--- config.mk ---
export PLATFORM = sky130hd
export DESIGN_NAME = pfcp_top
export DESIGN_NICKNAME = d
export VERILOG_FILES = /design/src/common/pfcp_pkg.sv /design/src/core/pfcp_filter.sv /design/src/core/pfcp_top.sv
export VERILOG_INCLUDE_DIRS = /design/src /design/src/common
export SDC_FILE = /design/constraint.sdc
export NUM_CORES = 1
export LEC_CHECK = 0
export ABC_AREA = 1
export BUFFER_PORTS_ARGS = -buffer_cell sky130_fd_sc_hd__buf_2
export CORE_ASPECT_RATIO = 0.8
export CORE_UTILIZATION = 35
export CTS_CLUSTER_SIZE = 30
export DETAILED_ROUTE_END_ITERATION = 16
export PLACE_DENSITY = 0.65
export SYNTH_ARGS = -nofsm -noshare
export SYNTH_HDL_FRONTEND = slang
export SYNTH_SLANG_ARGS = --single-unit
--- constraint.sdc ---
create_clock -name clk_i -period 1.8 [get_ports clk_i]
set_input_delay 0.18 -clock clk_i [delete_from_list [all_inputs] [get_ports clk_i]]
set_output_delay 0.18 -clock clk_i [all_outputs]
set_load 0.01 [all_outputs]
--- src/common/pfcp_params.svh ---
// timing counts, register offsets and reset values of the pfc logic
`ifndef PFCP_PARAMS_SVH
`define PFCP_PARAMS_SVH

// ************************************************************
// clock and switching cycle
// ************************************************************
`define PFCP_CLK_MHZ 10
`define PFCP_FSW_KHZ 65
`define PFCP_PERIOD_CYC (`PFCP_CLK_MHZ * 1000 / `PFCP_FSW_KHZ)
`define PFCP_DMAX_PCT 95
`define PFCP_MAXON_CYC (`PFCP_PERIOD_CYC * `PFCP_DMAX_PCT / 100)
`define PFCP_TOFF_NS 600
`define PFCP_TOFF_CYC ((`PFCP_TOFF_NS * `PFCP_CLK_MHZ + 999) / 1000)

// ************************************************************
// least persistence times before a flag acts, and the mode detect window
// ************************************************************
`define PFCP_DGL_NS 200
`define PFCP_DGL_CYC ((`PFCP_DGL_NS * `PFCP_CLK_MHZ + 999) / 1000)
`define PFCP_BO_US 20
`define PFCP_BO_CYC (`PFCP_BO_US * `PFCP_CLK_MHZ)
`define PFCP_OLP_US 1
`define PFCP_OLP_CYC (`PFCP_OLP_US * `PFCP_CLK_MHZ)
`define PFCP_OVP_US 12
`define PFCP_OVP_CYC (`PFCP_OVP_US * `PFCP_CLK_MHZ)
`define PFCP_EN_US 9
`define PFCP_EN_CYC (`PFCP_EN_US * `PFCP_CLK_MHZ)
`define PFCP_MODE_US 18
`define PFCP_MODE_CYC (`PFCP_MODE_US * `PFCP_CLK_MHZ)

// ************************************************************
// register map
// ************************************************************
`define PFCP_CTRL_OFS 8'h00
`define PFCP_STAT_OFS 8'h04
`define PFCP_CTRL_RUN_BIT 0
`define PFCP_CTRL_NOBF_BIT 1
`define PFCP_CTRL_RST 2'h1

`endif

--- src/common/pfcp_pkg.sv ---
// types shared by the pfc logic
package pfcp_pkg;
	typedef enum logic [2:0] {
		ST_OFF,
		ST_DETECT,
		ST_WAIT,
		ST_STANDBY,
		ST_SOFT,
		ST_RUN,
		ST_LATCH
	} pfcp_state_t;
	typedef logic [7:0] pfcp_cnt_t;
endpackage

--- src/core/pfcp_filter.sv ---
// two-stage synchroniser followed by a persistence qualifier
`timescale 1ns/100ps
module pfcp_filter
	import pfcp_pkg::*;
#(
	parameter pfcp_cnt_t HOLD = 8'h00
) (
	input wire logic clk_i, // switching logic clock
	input wire logic reset_i, // synchronous reset, active high
	input wire logic raw_i, // asynchronous comparator flag
	output logic qual_o // flag after sync and persistence
);
	logic s1_reg;
	logic s2_reg;
	pfcp_cnt_t cnt_reg;

	always_ff @(posedge clk_i) begin
		if (reset_i) begin
			s1_reg <= 1'b0;
			s2_reg <= 1'b0;
		end else begin
			s1_reg <= raw_i;
			s2_reg <= s1_reg;
		end
	end

	// any low sample restarts the count, so high runs under HOLD+1 samples never reach qual_o
	always_ff @(posedge clk_i) begin
		if (reset_i || !s2_reg) begin
			cnt_reg <= 8'h00;
			qual_o <= 1'b0;
		end else if (cnt_reg >= HOLD) begin
			qual_o <= 1'b1;
		end else begin
			cnt_reg <= cnt_reg + 8'h01;
		end
	end
endmodule // pfcp_filter

--- src/core/pfcp_top.sv ---
// switching cycle, pwm latches and protection sequencing of the pfc
// Functional notes
// each cycle starts 600 ns gate off, ramp discharged
// ramp released; crossing turns gate on
// on-time capped to 95 % at 65 kHz
// current limit ends gate for the cycle
// minimum off resets both latches first
// brownout: run above 1.25 V, fault below 1.0 V
// current limit at -0.2 V, 200 ns deglitch
// feedback below 0.5 V flags open loop
// feedback above 2.7 V stops gate until rated
// secondary input above 2.5 V stops gate
// enable-pin resistance sampled once sets recovery
// both over-voltages: off until both released
// soft-start raises bulk good at 95 %
// bulk good falls at pin-set threshold
// enable pin low forces standby, soft recovery
// follower on at low line, light load
// follower switches hysteresis resistor on load pin
// follower off in soft-start or load high
// gate active high, low under supply lockout
// auto mode restarts below 2.3 V
// open loop powers down, restarts above 0.5 V
// brownout needs 20 us, restarts via soft-start
// primary over-voltage needs 12 us persistence
// all comparator flags synchronised on clock
//
// Local design decisions: register access over Wishbone and the register addresses.
`timescale 1ns/100ps
`include "pfcp_params.svh"
module pfcp_top
	import pfcp_pkg::*;
(
	input wire logic clk_i, // 10 MHz clock
	input wire logic reset_i, // synchronous reset, active high
	input wire logic wb_cyc_i, // wishbone cycle
	input wire logic wb_stb_i, // wishbone strobe
	input wire logic wb_we_i, // wishbone write
	input wire logic [7:0] wb_adr_i, // wishbone byte address
	input wire logic [3:0] wb_sel_i, // wishbone byte lanes
	input wire logic [31:0] wb_dat_i, // wishbone write data
	output logic [31:0] wb_dat_o, // wishbone read data
	output logic wb_ack_o, // wishbone acknowledge
	input wire logic supply_ok_i, // supply above lockout threshold
	input wire logic ramp_cross_i, // ramp above averaged current node
	input wire logic cs_limit_i, // current sense at or below -0.2 V
	input wire logic bo_above_upper_i, // brownout input above 1.25 V
	input wire logic bo_below_lower_i, // brownout input below 1.0 V
	input wire logic bo_low_line_i, // brownout input below 2.3 V
	input wire logic fb_open_i, // bulk feedback below 0.5 V
	input wire logic fb_over_i, // bulk feedback above 2.7 V
	input wire logic fb_below_rated_i, // bulk feedback below 2.5 V
	input wire logic fb_good_i, // bulk feedback above 95 %
	input wire logic fb_below_thr_i, // feedback below pin-set threshold
	input wire logic secondary_overvoltage_over_i, // secondary input above 2.5 V
	input wire logic secondary_overvoltage_release_i, // secondary input below 2.3 V
	input wire logic ten_low_i, // threshold enable below 0.5 V
	input wire logic ten_high_res_i, // enable pin resistance high
	input wire logic load_low_i, // load level below 0.5 V
	output logic gate_o, // gate drive, active high
	output logic ramp_discharge_o, // hold ramp discharged
	output logic bulk_good_o, // bulk good output
	output logic follower_source_o, // 20 uA out of feedback pin
	output logic follower_hyst_o, // parallel resistor on load pin
	output logic soft_start_o, // soft-start in progress
	output logic standby_o // standby mode
);
	// ************************************************************
	// comparator flags
	// ************************************************************
	logic up_q, cross_q, cl_q, bo_up_q, bo_low_q, line_q, olp_q;
	logic primary_overvoltage_q, rated_q, good_q, thr_q, secondary_overvoltage_q, rel_q, ten_q;
	logic hres_q, load_q;

	pfcp_filter #(.HOLD(8'h00)) u_up (.clk_i(clk_i), .reset_i(reset_i),
		.raw_i(supply_ok_i), .qual_o(up_q));
	pfcp_filter #(.HOLD(8'h00)) u_cr (.clk_i(clk_i), .reset_i(reset_i),
		.raw_i(ramp_cross_i), .qual_o(cross_q));
	pfcp_filter #(.HOLD(8'(`PFCP_DGL_CYC))) u_cl (.clk_i(clk_i),
		.reset_i(reset_i), .raw_i(cs_limit_i), .qual_o(cl_q));
	pfcp_filter #(.HOLD(8'h00)) u_bu (.clk_i(clk_i), .reset_i(reset_i),
		.raw_i(bo_above_upper_i), .qual_o(bo_up_q));
	pfcp_filter #(.HOLD(8'(`PFCP_BO_CYC))) u_bl (.clk_i(clk_i),
		.reset_i(reset_i), .raw_i(bo_below_lower_i),
		.qual_o(bo_low_q));
	pfcp_filter #(.HOLD(8'h00)) u_ln (.clk_i(clk_i), .reset_i(reset_i),
		.raw_i(bo_low_line_i), .qual_o(line_q));
	pfcp_filter #(.HOLD(8'(`PFCP_OLP_CYC))) u_ol (.clk_i(clk_i),
		.reset_i(reset_i), .raw_i(fb_open_i), .qual_o(olp_q));
	pfcp_filter #(.HOLD(8'(`PFCP_OVP_CYC))) u_o1 (.clk_i(clk_i),
		.reset_i(reset_i), .raw_i(fb_over_i), .qual_o(primary_overvoltage_q));
	pfcp_filter #(.HOLD(8'h00)) u_rt (.clk_i(clk_i), .reset_i(reset_i),
		.raw_i(fb_below_rated_i), .qual_o(rated_q));
	pfcp_filter #(.HOLD(8'h00)) u_gd (.clk_i(clk_i), .reset_i(reset_i),
		.raw_i(fb_good_i), .qual_o(good_q));
	pfcp_filter #(.HOLD(8'h00)) u_th (.clk_i(clk_i), .reset_i(reset_i),
		.raw_i(fb_below_thr_i), .qual_o(thr_q));
	pfcp_filter #(.HOLD(8'(`PFCP_OVP_CYC))) u_o2 (.clk_i(clk_i),
		.reset_i(reset_i), .raw_i(secondary_overvoltage_over_i), .qual_o(secondary_overvoltage_q));
	pfcp_filter #(.HOLD(8'h00)) u_rl (.clk_i(clk_i), .reset_i(reset_i),
		.raw_i(secondary_overvoltage_release_i), .qual_o(rel_q));
	pfcp_filter #(.HOLD(8'(`PFCP_EN_CYC))) u_en (.clk_i(clk_i),
		.reset_i(reset_i), .raw_i(ten_low_i), .qual_o(ten_q));
	pfcp_filter #(.HOLD(8'h00)) u_hr (.clk_i(clk_i), .reset_i(reset_i),
		.raw_i(ten_high_res_i), .qual_o(hres_q));
	pfcp_filter #(.HOLD(8'h00)) u_ld (.clk_i(clk_i), .reset_i(reset_i),
		.raw_i(load_low_i), .qual_o(load_q));

	// ************************************************************
	// registers and state
	// ************************************************************
	pfcp_state_t st_reg;
	pfcp_cnt_t pwm_cnt_reg;
	pfcp_cnt_t det_cnt_reg;
	logic [1:0] ctrl_reg;
	logic latch_mode_reg;
	logic primary_overvoltage_hold_reg;
	logic secondary_overvoltage_hold_reg;
	logic on_latch_reg;
	logic cl_latch_reg;
	logic toff;
	logic run_ok;
	logic stby_req;
	logic bf_on;
	logic wb_req;
	logic [31:0] rd_next;

	assign toff = pwm_cnt_reg < 8'(`PFCP_TOFF_CYC);
	assign stby_req = ten_q || !ctrl_reg[`PFCP_CTRL_RUN_BIT];
	// either over-voltage hold keeps the gate off on its own
	assign run_ok = (st_reg == ST_SOFT || st_reg == ST_RUN) &&
		!primary_overvoltage_hold_reg && !secondary_overvoltage_hold_reg && !primary_overvoltage_q &&
		!secondary_overvoltage_q;
	assign bf_on = st_reg == ST_RUN && line_q && load_q &&
		!ctrl_reg[`PFCP_CTRL_NOBF_BIT];

	// ************************************************************
	// protection state machine
	// ************************************************************
	always_ff @(posedge clk_i) begin
		if (reset_i || !up_q) begin
			st_reg <= ST_OFF;
			det_cnt_reg <= 8'h00;
		end else begin
			case (st_reg)
				ST_OFF: begin
					st_reg <= ST_DETECT;
					det_cnt_reg <= 8'h00;
				end
				ST_DETECT: begin
					if (det_cnt_reg >= 8'(`PFCP_MODE_CYC)) begin
						st_reg <= ST_WAIT;
					end else begin
						det_cnt_reg <= det_cnt_reg + 8'h01;
					end
				end
				ST_WAIT: begin
					if (stby_req) begin
						st_reg <= ST_STANDBY;
					end else if (bo_up_q && !olp_q && !secondary_overvoltage_hold_reg &&
						!secondary_overvoltage_q) begin
						st_reg <= ST_SOFT;
					end
				end
				ST_STANDBY: begin
					if (!stby_req) begin
						st_reg <= ST_WAIT;
					end
				end
				ST_SOFT, ST_RUN: begin
					if (stby_req) begin
						st_reg <= ST_STANDBY;
					end else if (secondary_overvoltage_q && latch_mode_reg) begin
						st_reg <= ST_LATCH;
					end else if (bo_low_q || olp_q || secondary_overvoltage_q) begin
						st_reg <= ST_WAIT;
					end else if (st_reg == ST_SOFT && good_q) begin
						st_reg <= ST_RUN;
					end
				end
				ST_LATCH: begin
					st_reg <= ST_LATCH;
				end
				default: begin
					st_reg <= ST_OFF;
				end
			endcase
		end
	end

	// recovery mode is caught once, at the end of the detect window
	always_ff @(posedge clk_i) begin
		if (reset_i) begin
			latch_mode_reg <= 1'b0;
		end else if (st_reg == ST_DETECT &&
			det_cnt_reg >= 8'(`PFCP_MODE_CYC)) begin
			latch_mode_reg <= hres_q;
		end
	end

	// set wins over release so a fresh trip is never lost
	always_ff @(posedge clk_i) begin
		if (reset_i || !up_q) begin
			primary_overvoltage_hold_reg <= 1'b0;
			secondary_overvoltage_hold_reg <= 1'b0;
		end else begin
			if (primary_overvoltage_q) begin
				primary_overvoltage_hold_reg <= 1'b1;
			end else if (rated_q) begin
				primary_overvoltage_hold_reg <= 1'b0;
			end
			if (secondary_overvoltage_q) begin
				secondary_overvoltage_hold_reg <= 1'b1;
			end else if (rel_q) begin
				secondary_overvoltage_hold_reg <= 1'b0;
			end
		end
	end

	// ************************************************************
	// switching cycle and pwm latches
	// ************************************************************
	always_ff @(posedge clk_i) begin
		if (reset_i || pwm_cnt_reg >= 8'(`PFCP_PERIOD_CYC - 1)) begin
			pwm_cnt_reg <= 8'h00;
		end else begin
			pwm_cnt_reg <= pwm_cnt_reg + 8'h01;
		end
	end

	always_ff @(posedge clk_i) begin
		if (reset_i || toff) begin
			on_latch_reg <= 1'b0;
			cl_latch_reg <= 1'b0;
		end else begin
			if (cross_q) begin
				on_latch_reg <= 1'b1;
			end
			if (cl_q) begin
				cl_latch_reg <= 1'b1;
			end
		end
	end

	always_ff @(posedge clk_i) begin
		if (reset_i) begin
			gate_o <= 1'b0;
			ramp_discharge_o <= 1'b1;
		end else begin
			gate_o <= run_ok && up_q && !toff && on_latch_reg &&
				!cl_latch_reg && !cl_q &&
				pwm_cnt_reg < 8'(`PFCP_MAXON_CYC);
			ramp_discharge_o <= toff || !run_ok;
		end
	end

	// ************************************************************
	// status outputs
	// ************************************************************
	always_ff @(posedge clk_i) begin
		if (reset_i || !up_q) begin
			bulk_good_o <= 1'b0;
		end else if (st_reg == ST_SOFT && good_q) begin
			bulk_good_o <= 1'b1;
		end else if (thr_q || st_reg == ST_STANDBY ||
			st_reg == ST_LATCH || st_reg == ST_WAIT) begin
			bulk_good_o <= 1'b0;
		end
	end

	always_ff @(posedge clk_i) begin
		if (reset_i) begin
			follower_source_o <= 1'b0;
			follower_hyst_o <= 1'b0;
			soft_start_o <= 1'b0;
			standby_o <= 1'b0;
		end else begin
			follower_source_o <= bf_on;
			follower_hyst_o <= bf_on;
			soft_start_o <= st_reg == ST_SOFT;
			standby_o <= st_reg == ST_STANDBY;
		end
	end

	// ************************************************************
	// wishbone slave
	// ************************************************************
	assign wb_req = wb_cyc_i && wb_stb_i;

	always_comb begin
		rd_next = 32'h00000000;
		case (wb_adr_i)
			`PFCP_CTRL_OFS: rd_next[1:0] = ctrl_reg;
			`PFCP_STAT_OFS: rd_next[10:0] = {cl_latch_reg,
				secondary_overvoltage_hold_reg, primary_overvoltage_hold_reg, follower_source_o,
				bulk_good_o, gate_o, latch_mode_reg, 1'b0, st_reg};
			default: rd_next = 32'h00000000;
		endcase
	end

	always_ff @(posedge clk_i) begin
		if (reset_i) begin
			wb_ack_o <= 1'b0;
			wb_dat_o <= 32'h00000000;
		end else begin
			wb_ack_o <= wb_req && !wb_ack_o;
			wb_dat_o <= rd_next;
		end
	end

	// write lands on the edge where the master sees ack
	always_ff @(posedge clk_i) begin
		if (reset_i) begin
			ctrl_reg <= `PFCP_CTRL_RST;
		end else if (wb_req && wb_we_i && wb_ack_o && wb_sel_i[0] &&
			wb_adr_i == `PFCP_CTRL_OFS) begin
			ctrl_reg <= wb_dat_i[1:0];
		end
	end
endmodule // pfcp_top
==> results.md, run 1 <==
* Clk pwr share at 51.4%
* H-tree depth at 4
* Int Pwr at 5.44 mW
* Worst rel slew slack at 59.7%
* Die area at 0.0163 mm²
* Initial antenna violation count at 0
* Setup Crit Path Kind: reg2reg
* Status: complete, no violations
* Final hold violations at 0
* Inserted Diodes at 0
* Warnings, synthesis at 0
* Pin count of the biggest net entering global routing at 47
* WL met2 at 4.12 mm
* Slew Limit Fails at 0
* Routed vias/inst at 4.15
* Max reg flops at 10
* Post-Synthesis Mean Instance Area at 7.69 µm²
* Sequential power share at 45.7%
* WP data required at 2.11 ns
* CTS buffer count at 17
* Final instance area at 0.00671 mm²
* Maximum root-to-sink buffer count at 2
* Crit path max fanout at 7
* TNS Setup at 0 ns
* Worst Slack Setup Final at 0.261 ns
* Sw power at 1.45 mW
* Via count at 4237
* Syn-to-layout area delta at 21.3%
* Max Cap Viol at 0
* Sequential-to-total area share from yosys stat at 50.3%
* DR iter-0 viols at 209
* Routed len/inst at 9.54 µm
* Largest family of logic cells by synthesized area: simple AND/OR/NAND/NOR gates
* Skew final at 0.00867 ns
* Max Clk Rate at 650 MHz
* Metal-1 WL at 5.14 mm
* Total chip power at 6.89 mW
* Clock slew at reported path FFs at 0.06 ns
* Hold crit path type: in2reg
* Cell variety after synth at 36
* First-pass GRT wire length at 17.4 mm
* Final setup viols at 0
* Pre-CTS setup slack at 0.267 ns
* Total track usage at 13.6%
* Simple logic cell fraction of the synthesized area at 23.8%
* Filler cells at 1529
* Reg with most FFs: wb_dat_o
* Die width at 143 µm
* Initial Util at 36.3%
* Post-Synth XOR/XNOR Area at 0.792%
* Setup crit start kind: register
* Top cells by area, synth: dfxtp_1, inv_1, nor2_1, nand2_1, a21oi_1
* Worst-margin pin slew at 0.599 ns
* Power per cell area at 1030 mW/mm²
* Post-Place Cell Area at 0.00594 mm²
* Length of routed met3 wiring at 301 µm
* Fin crit period at 1.54 ns
* Number of global-route vias before repair at 3971
* Post-Synthesis Cells at 719
* Share of cells above drive strength 1 at 12.7%
* Register area at 0.00278 mm²
* CP arrival at 1.85 ns
* DRC violations left at 0
* RSZ-0062 raised after global routing: no
* Synth top area share at 50.3%
* Post-CTS sizing at 0
* Routed Wire Length at 9.73 mm
* CTS root buffer: clkbuf_16
* #FFs+latches synth at 139
* First drt pass iteration count at 5
* CTS tree: built
* GPL Wtd Cong at 0.827
* Final global-route overflow total at 0
* Ports at 105
* Clock sinks at 139
* Area leader, netlist: dfxtp_1
* ANT nets after route at 0
* Area fraction in compound gates after synthesis at 7.87%
* Multiplexer share of the synthesized area at 0%
* Chip Height at 114 µm
* DR top layer: met4
* Worst skew pair latency at 0.42 ns
* Worst VDD drop at 647 µV
* # port buffers at 49
* Switching share of power at 21.1%
* Adder-cell share of the synthesized area at 3.62%
* Area of the multi-input gates at 0.00208 mm²
* Final nets at 878
* Pleak at 2.92 nW
* Post-synthesis cell area at 0.00553 mm²
* Core area at 0.0152 mm²
* Setup crit end kind: register
* Post-DP HPWL at 6.74 mm
* Row cnt at 40
* Final period utilization at 85.5%
* Gate power share at 2.9%
layout by cell type, fill, tap and decap left out, types with 4 or more instances in the layout:
cell type,n
nor3b_1,5
nand4_1,9
a21oi_1,45
dfxtp_1,139
o21ai_0,23
ha_1,16
nor2_1,136
nor2_2,4
nand3_1,37
conb_1,22
nor3_1,13
buf_2,49
dlygate4sd3_1,16
xor2_1,5
inv_1,139
clkbuf_16,17
nand2_1,85
layout make-up:
class / instances / area share (%)
well taps: 210 / 3.92
clock inverters: 13 / 2.46
clock buffers: 19 / 6.60
multi-input cells: 426 / 31.0
inverters: 145 / 8.15
repair buffers: 68 / 6.38
flip-flops and latches: 139 / 41.5
Yosys cell counts:
library cell and instances:
nand2_1 85, o21ai_0 23, xor2_1 5, o21a_1 1
buf_4 23, nor4_1 2, clkbuf_1 1, inv_2 3
inv_1 139, clkinv_1 2, a21oi_1 45, nor3_1 13
nand3_2 1, o21ai_2 3, a22oi_1 1, a31oi_1 3
a211oi_1 3, nand2_2 3, ha_1 16, buf_1 4
nand3b_1 2, nand2_4 1, inv_4 1, nor3_2 1
buf_2 2, nor3b_1 5, nand3_1 37, nor2_2 4
nand4_1 9, nor2_4 2, nand3_4 1, o211ai_1 1
conb_1 1, o21ai_1 1, nor2_1 136, dfxtp_1 139
power by group through the flow:
stage / Combinational [mW] / Clock, mW / Sequential, mW
floorplan: 0.150 / 0 / 3.21
global placement: 0.171 / 0 / 3.22
detailed placement: 0.174 / 0 / 3.22
CTS: 0.200 / 3.64 / 3.15
global route: 0.233 / 3.77 / 3.15
finish: 0.199 / 3.55 / 3.15
cell families (layout without fill, tap and decap cells):
kind of cell / Yosys count / count (layout)
flip-flops: 139 / 139
XOR/XNOR: 5 / 5
buffers and inverters: 175 / 245
other: 1 / 22
adder cells (fa/ha/maj): 16 / 16
AND/OR/NAND/NOR: 302 / 302
AO/OA/AOI/OAI: 81 / 81
worst paths after layout:
| kind | from | end | slack (ns) | cells after the start |
|---|---|---|---|---|
| hold / removal | wb_dat_i[0] | ctrl_reg[0] | 0.02 | 3 |
| setup / recovery | u_ol.cnt_reg[0] | u_ol.qual_o | 0.26 | 8 |
| hold reg to reg | u_cr.s2_reg | u_cr.qual_o | 0.39 | 2 |
| setup reg to reg | u_ol.cnt_reg[0] | u_ol.qual_o | 0.26 | 8 |
repair_timing:
action	CTS	global route
setup buffers	0	0
hold buffers	16	0
endpoints found under the hold margin	16	0
metrics by stage:
step / std cells / hold WS (ns) / util [%]
floorplan: 740 / 0.287 / -
global placement: 972 / 0.386 / 39.0
detailed placement: 972 / 0.385 / 39.0
CTS: 1020 / 0.00190 / 44.1
global route: 1020 / 0.0268 / 44.1
finish: 1020 / 0.0180 / 44.1
metal layers:
layer	vias to the layer above	track usage [%]
met3	16	4.06
met2	60	20.8
li1	2322	-
met5	-	0
met1	1839	17.5
met4	0	6.52
worst max-delay path: stages (launching register included):
cell     delay [ns]
dfxtp_1        0.40
inv_1          0.06
ha_1           0.19
inv_1          0.05
nand2_1        0.04
a21oi_1        0.38
inv_1          0.10
o21ai_0        0.16
inv_1          0.05
No activity file was read; power rests on OpenSTA's default activity.
==> run 2, diff against run 1 <==
--- a/config.mk
+++ b/config.mk
@@ -13,6 +13,7 @@
 export CTS_CLUSTER_SIZE = 30
 export DETAILED_ROUTE_END_ITERATION = 16
 export PLACE_DENSITY = 0.65
+export REMOVE_ABC_BUFFERS = 1
 export SYNTH_ARGS = -nofsm -noshare
 export SYNTH_HDL_FRONTEND = slang
 export SYNTH_SLANG_ARGS = --single-unit
==> results.md, run 2 (synthesis gave the netlist of run 1 again) <==
* Status: complete, no violations
* Max Clk Rate at 704 MHz
* Via count at 4217
* Final nets at 881
* Inserted Diodes at 0
* Slew Limit Fails at 0
* Worst-margin pin slew at 0.547 ns
* Reg with most FFs: wb_dat_o
* Hold-fix buffers, CTS at 16
* Pre-CTS setup slack at 0.386 ns
* Die area at 0.0163 mm²
* Chip Height at 114 µm
* GPL Wtd Cong at 0.815
* Final period utilization at 78.9%
* WP data required at 2.14 ns
* Crit path max fanout at 12
* Clk pwr share at 50.8%
* Gate power share at 3.0%
* Total track usage at 13.6%
* CTS tree: built
* Routed len/inst at 9.60 µm
* Row cnt at 40
* ANT nets after route at 0
* Share of cells above drive strength 1 at 13.0%
* Die width at 143 µm
* Hold crit path type: in2reg
* CP arrival at 1.76 ns
* Number of global-route vias before repair at 3841
* Worst VDD drop at 667 µV
* Fin crit period at 1.42 ns
* Post-CTS sizing at 0
* Worst rel slew slack at 63.2%
* Setup Buffers After CTS at 0
* Setup crit start kind: register
* Placed cell count at 975
* Setup Crit Path Kind: reg2reg
* Core area at 0.0152 mm²
* Clock sinks at 139
* Total chip power at 6.80 mW
* Worst Slack Setup Final at 0.380 ns
* Pleak at 2.93 nW
* Skew final at 0.00618 ns
* DRC violations left at 0
* Pin count of the biggest net entering global routing at 32
* H-tree depth at 4
* Worst skew pair latency at 0.42 ns
* Sw power at 1.47 mW
* RSZ-0062 raised after global routing: no
* Max Cap Viol at 0
* Setup crit end kind: register
* Routed Wire Length at 9.82 mm
* Maximum root-to-sink buffer count at 2
* # port buffers at 49
* First drt pass iteration count at 5
* Max reg flops at 10
* Most frequent cells in the layout: inv_1, dfxtp_1, nor2_1, nand2_1, buf_2
* TNS Setup at 0 ns
* Sequential power share at 46.3%
* Final global-route overflow total at 0
* Final Non-Filler Cells at 1023
* Ports at 105
* Power per cell area at 1010 mW/mm²
* Clock slew at reported path FFs at 0.06 ns
* CTS buffer count at 17
* Routed vias/inst at 4.12
* Post-DP HPWL at 6.87 mm
* Initial Util at 36.3%
* Switching share of power at 21.6%
* Final setup viols at 0
* CTS root buffer: clkbuf_16
* Final hold violations at 0
* DR iter-0 viols at 222
* Syn-to-layout area delta at 21.4%
* Int Pwr at 5.34 mW
* First-pass GRT wire length at 17.1 mm
* Initial antenna violation count at 0
==> run 2: cell count changes in the layout (fill, tap and decap cells not counted), sizes merged <==
cell and delta:
bufinv -1, clkbuf +1, clkinv +1, inv -1, buf +3
==> run 2: layout make-up <==
class / instances / area, µm²
repair buffers: 71 / 450
clock inverters: 12 / 136
fillers: 1566 / 8500
clock buffers: 20 / 457
multi-input cells: 426 / 2080
flip-flops and latches: 139 / 2780
inverters: 145 / 547
well taps: 210 / 263
==> run 2: critical path: stages (launching register included) <==
cell	delay [ns]
dfxtp_1	0.40
inv_1	0.06
ha_1	0.19
inv_1	0.05
nand2_1	0.04
nand2_1	0.08
nand2_1	0.05
o21ai_1	0.06
buf_4	0.19
nor2_1	0.05
a211oi_1	0.16
==> run 2: routing by layer <==
metal	vias up	global-route usage, %	share of wire, %
li1	2333	-	-
met2	78	20.5	43
met3	13	5.06	4.6
met4	0	6.24	1.4
met1	1793	17.1	51
met5	-	0	0
==> run 2: final timing paths <==
kind / start / to / slack (ns) / cells after the start
min: wb_dat_i[0] / ctrl_reg[0] / 0.01 / 3
max reg2reg: u_en.cnt_reg[0] / u_en.cnt_reg[1] / 0.38 / 10
max: u_en.cnt_reg[0] / u_en.cnt_reg[1] / 0.38 / 10
min reg2reg: u_ld.s2_reg / u_ld.qual_o / 0.40 / 2
==> run 2: metrics by stage <==
step / util (%) / cell area, µm² / hold slack, ns
final: 44.1 / 6710 / 0.0135
after floorplan: - / 5410 / 0.249
after detailed placement: 39.2 / 5960 / 0.385
after global placement: 39.2 / 5960 / 0.386
after CTS: 44.1 / 6710 / 0.0000122
after global routing: 44.1 / 6710 / 0.00670
==> run 2: power by group through the flow <==
| stage | combinational [mW] | sequential [mW] | clock [mW] |
|---|---|---|---|
| 2_1_floorplan | 0.101 | 3.21 | 0 |
| 5_1_grt | 0.236 | 3.15 | 3.69 |
| 6_report | 0.202 | 3.15 | 3.45 |
| 4_1_cts | 0.203 | 3.15 | 3.54 |
| 3_3_place_gp | 0.174 | 3.21 | 0 |
| 3_5_place_dp | 0.176 | 3.22 | 0 |
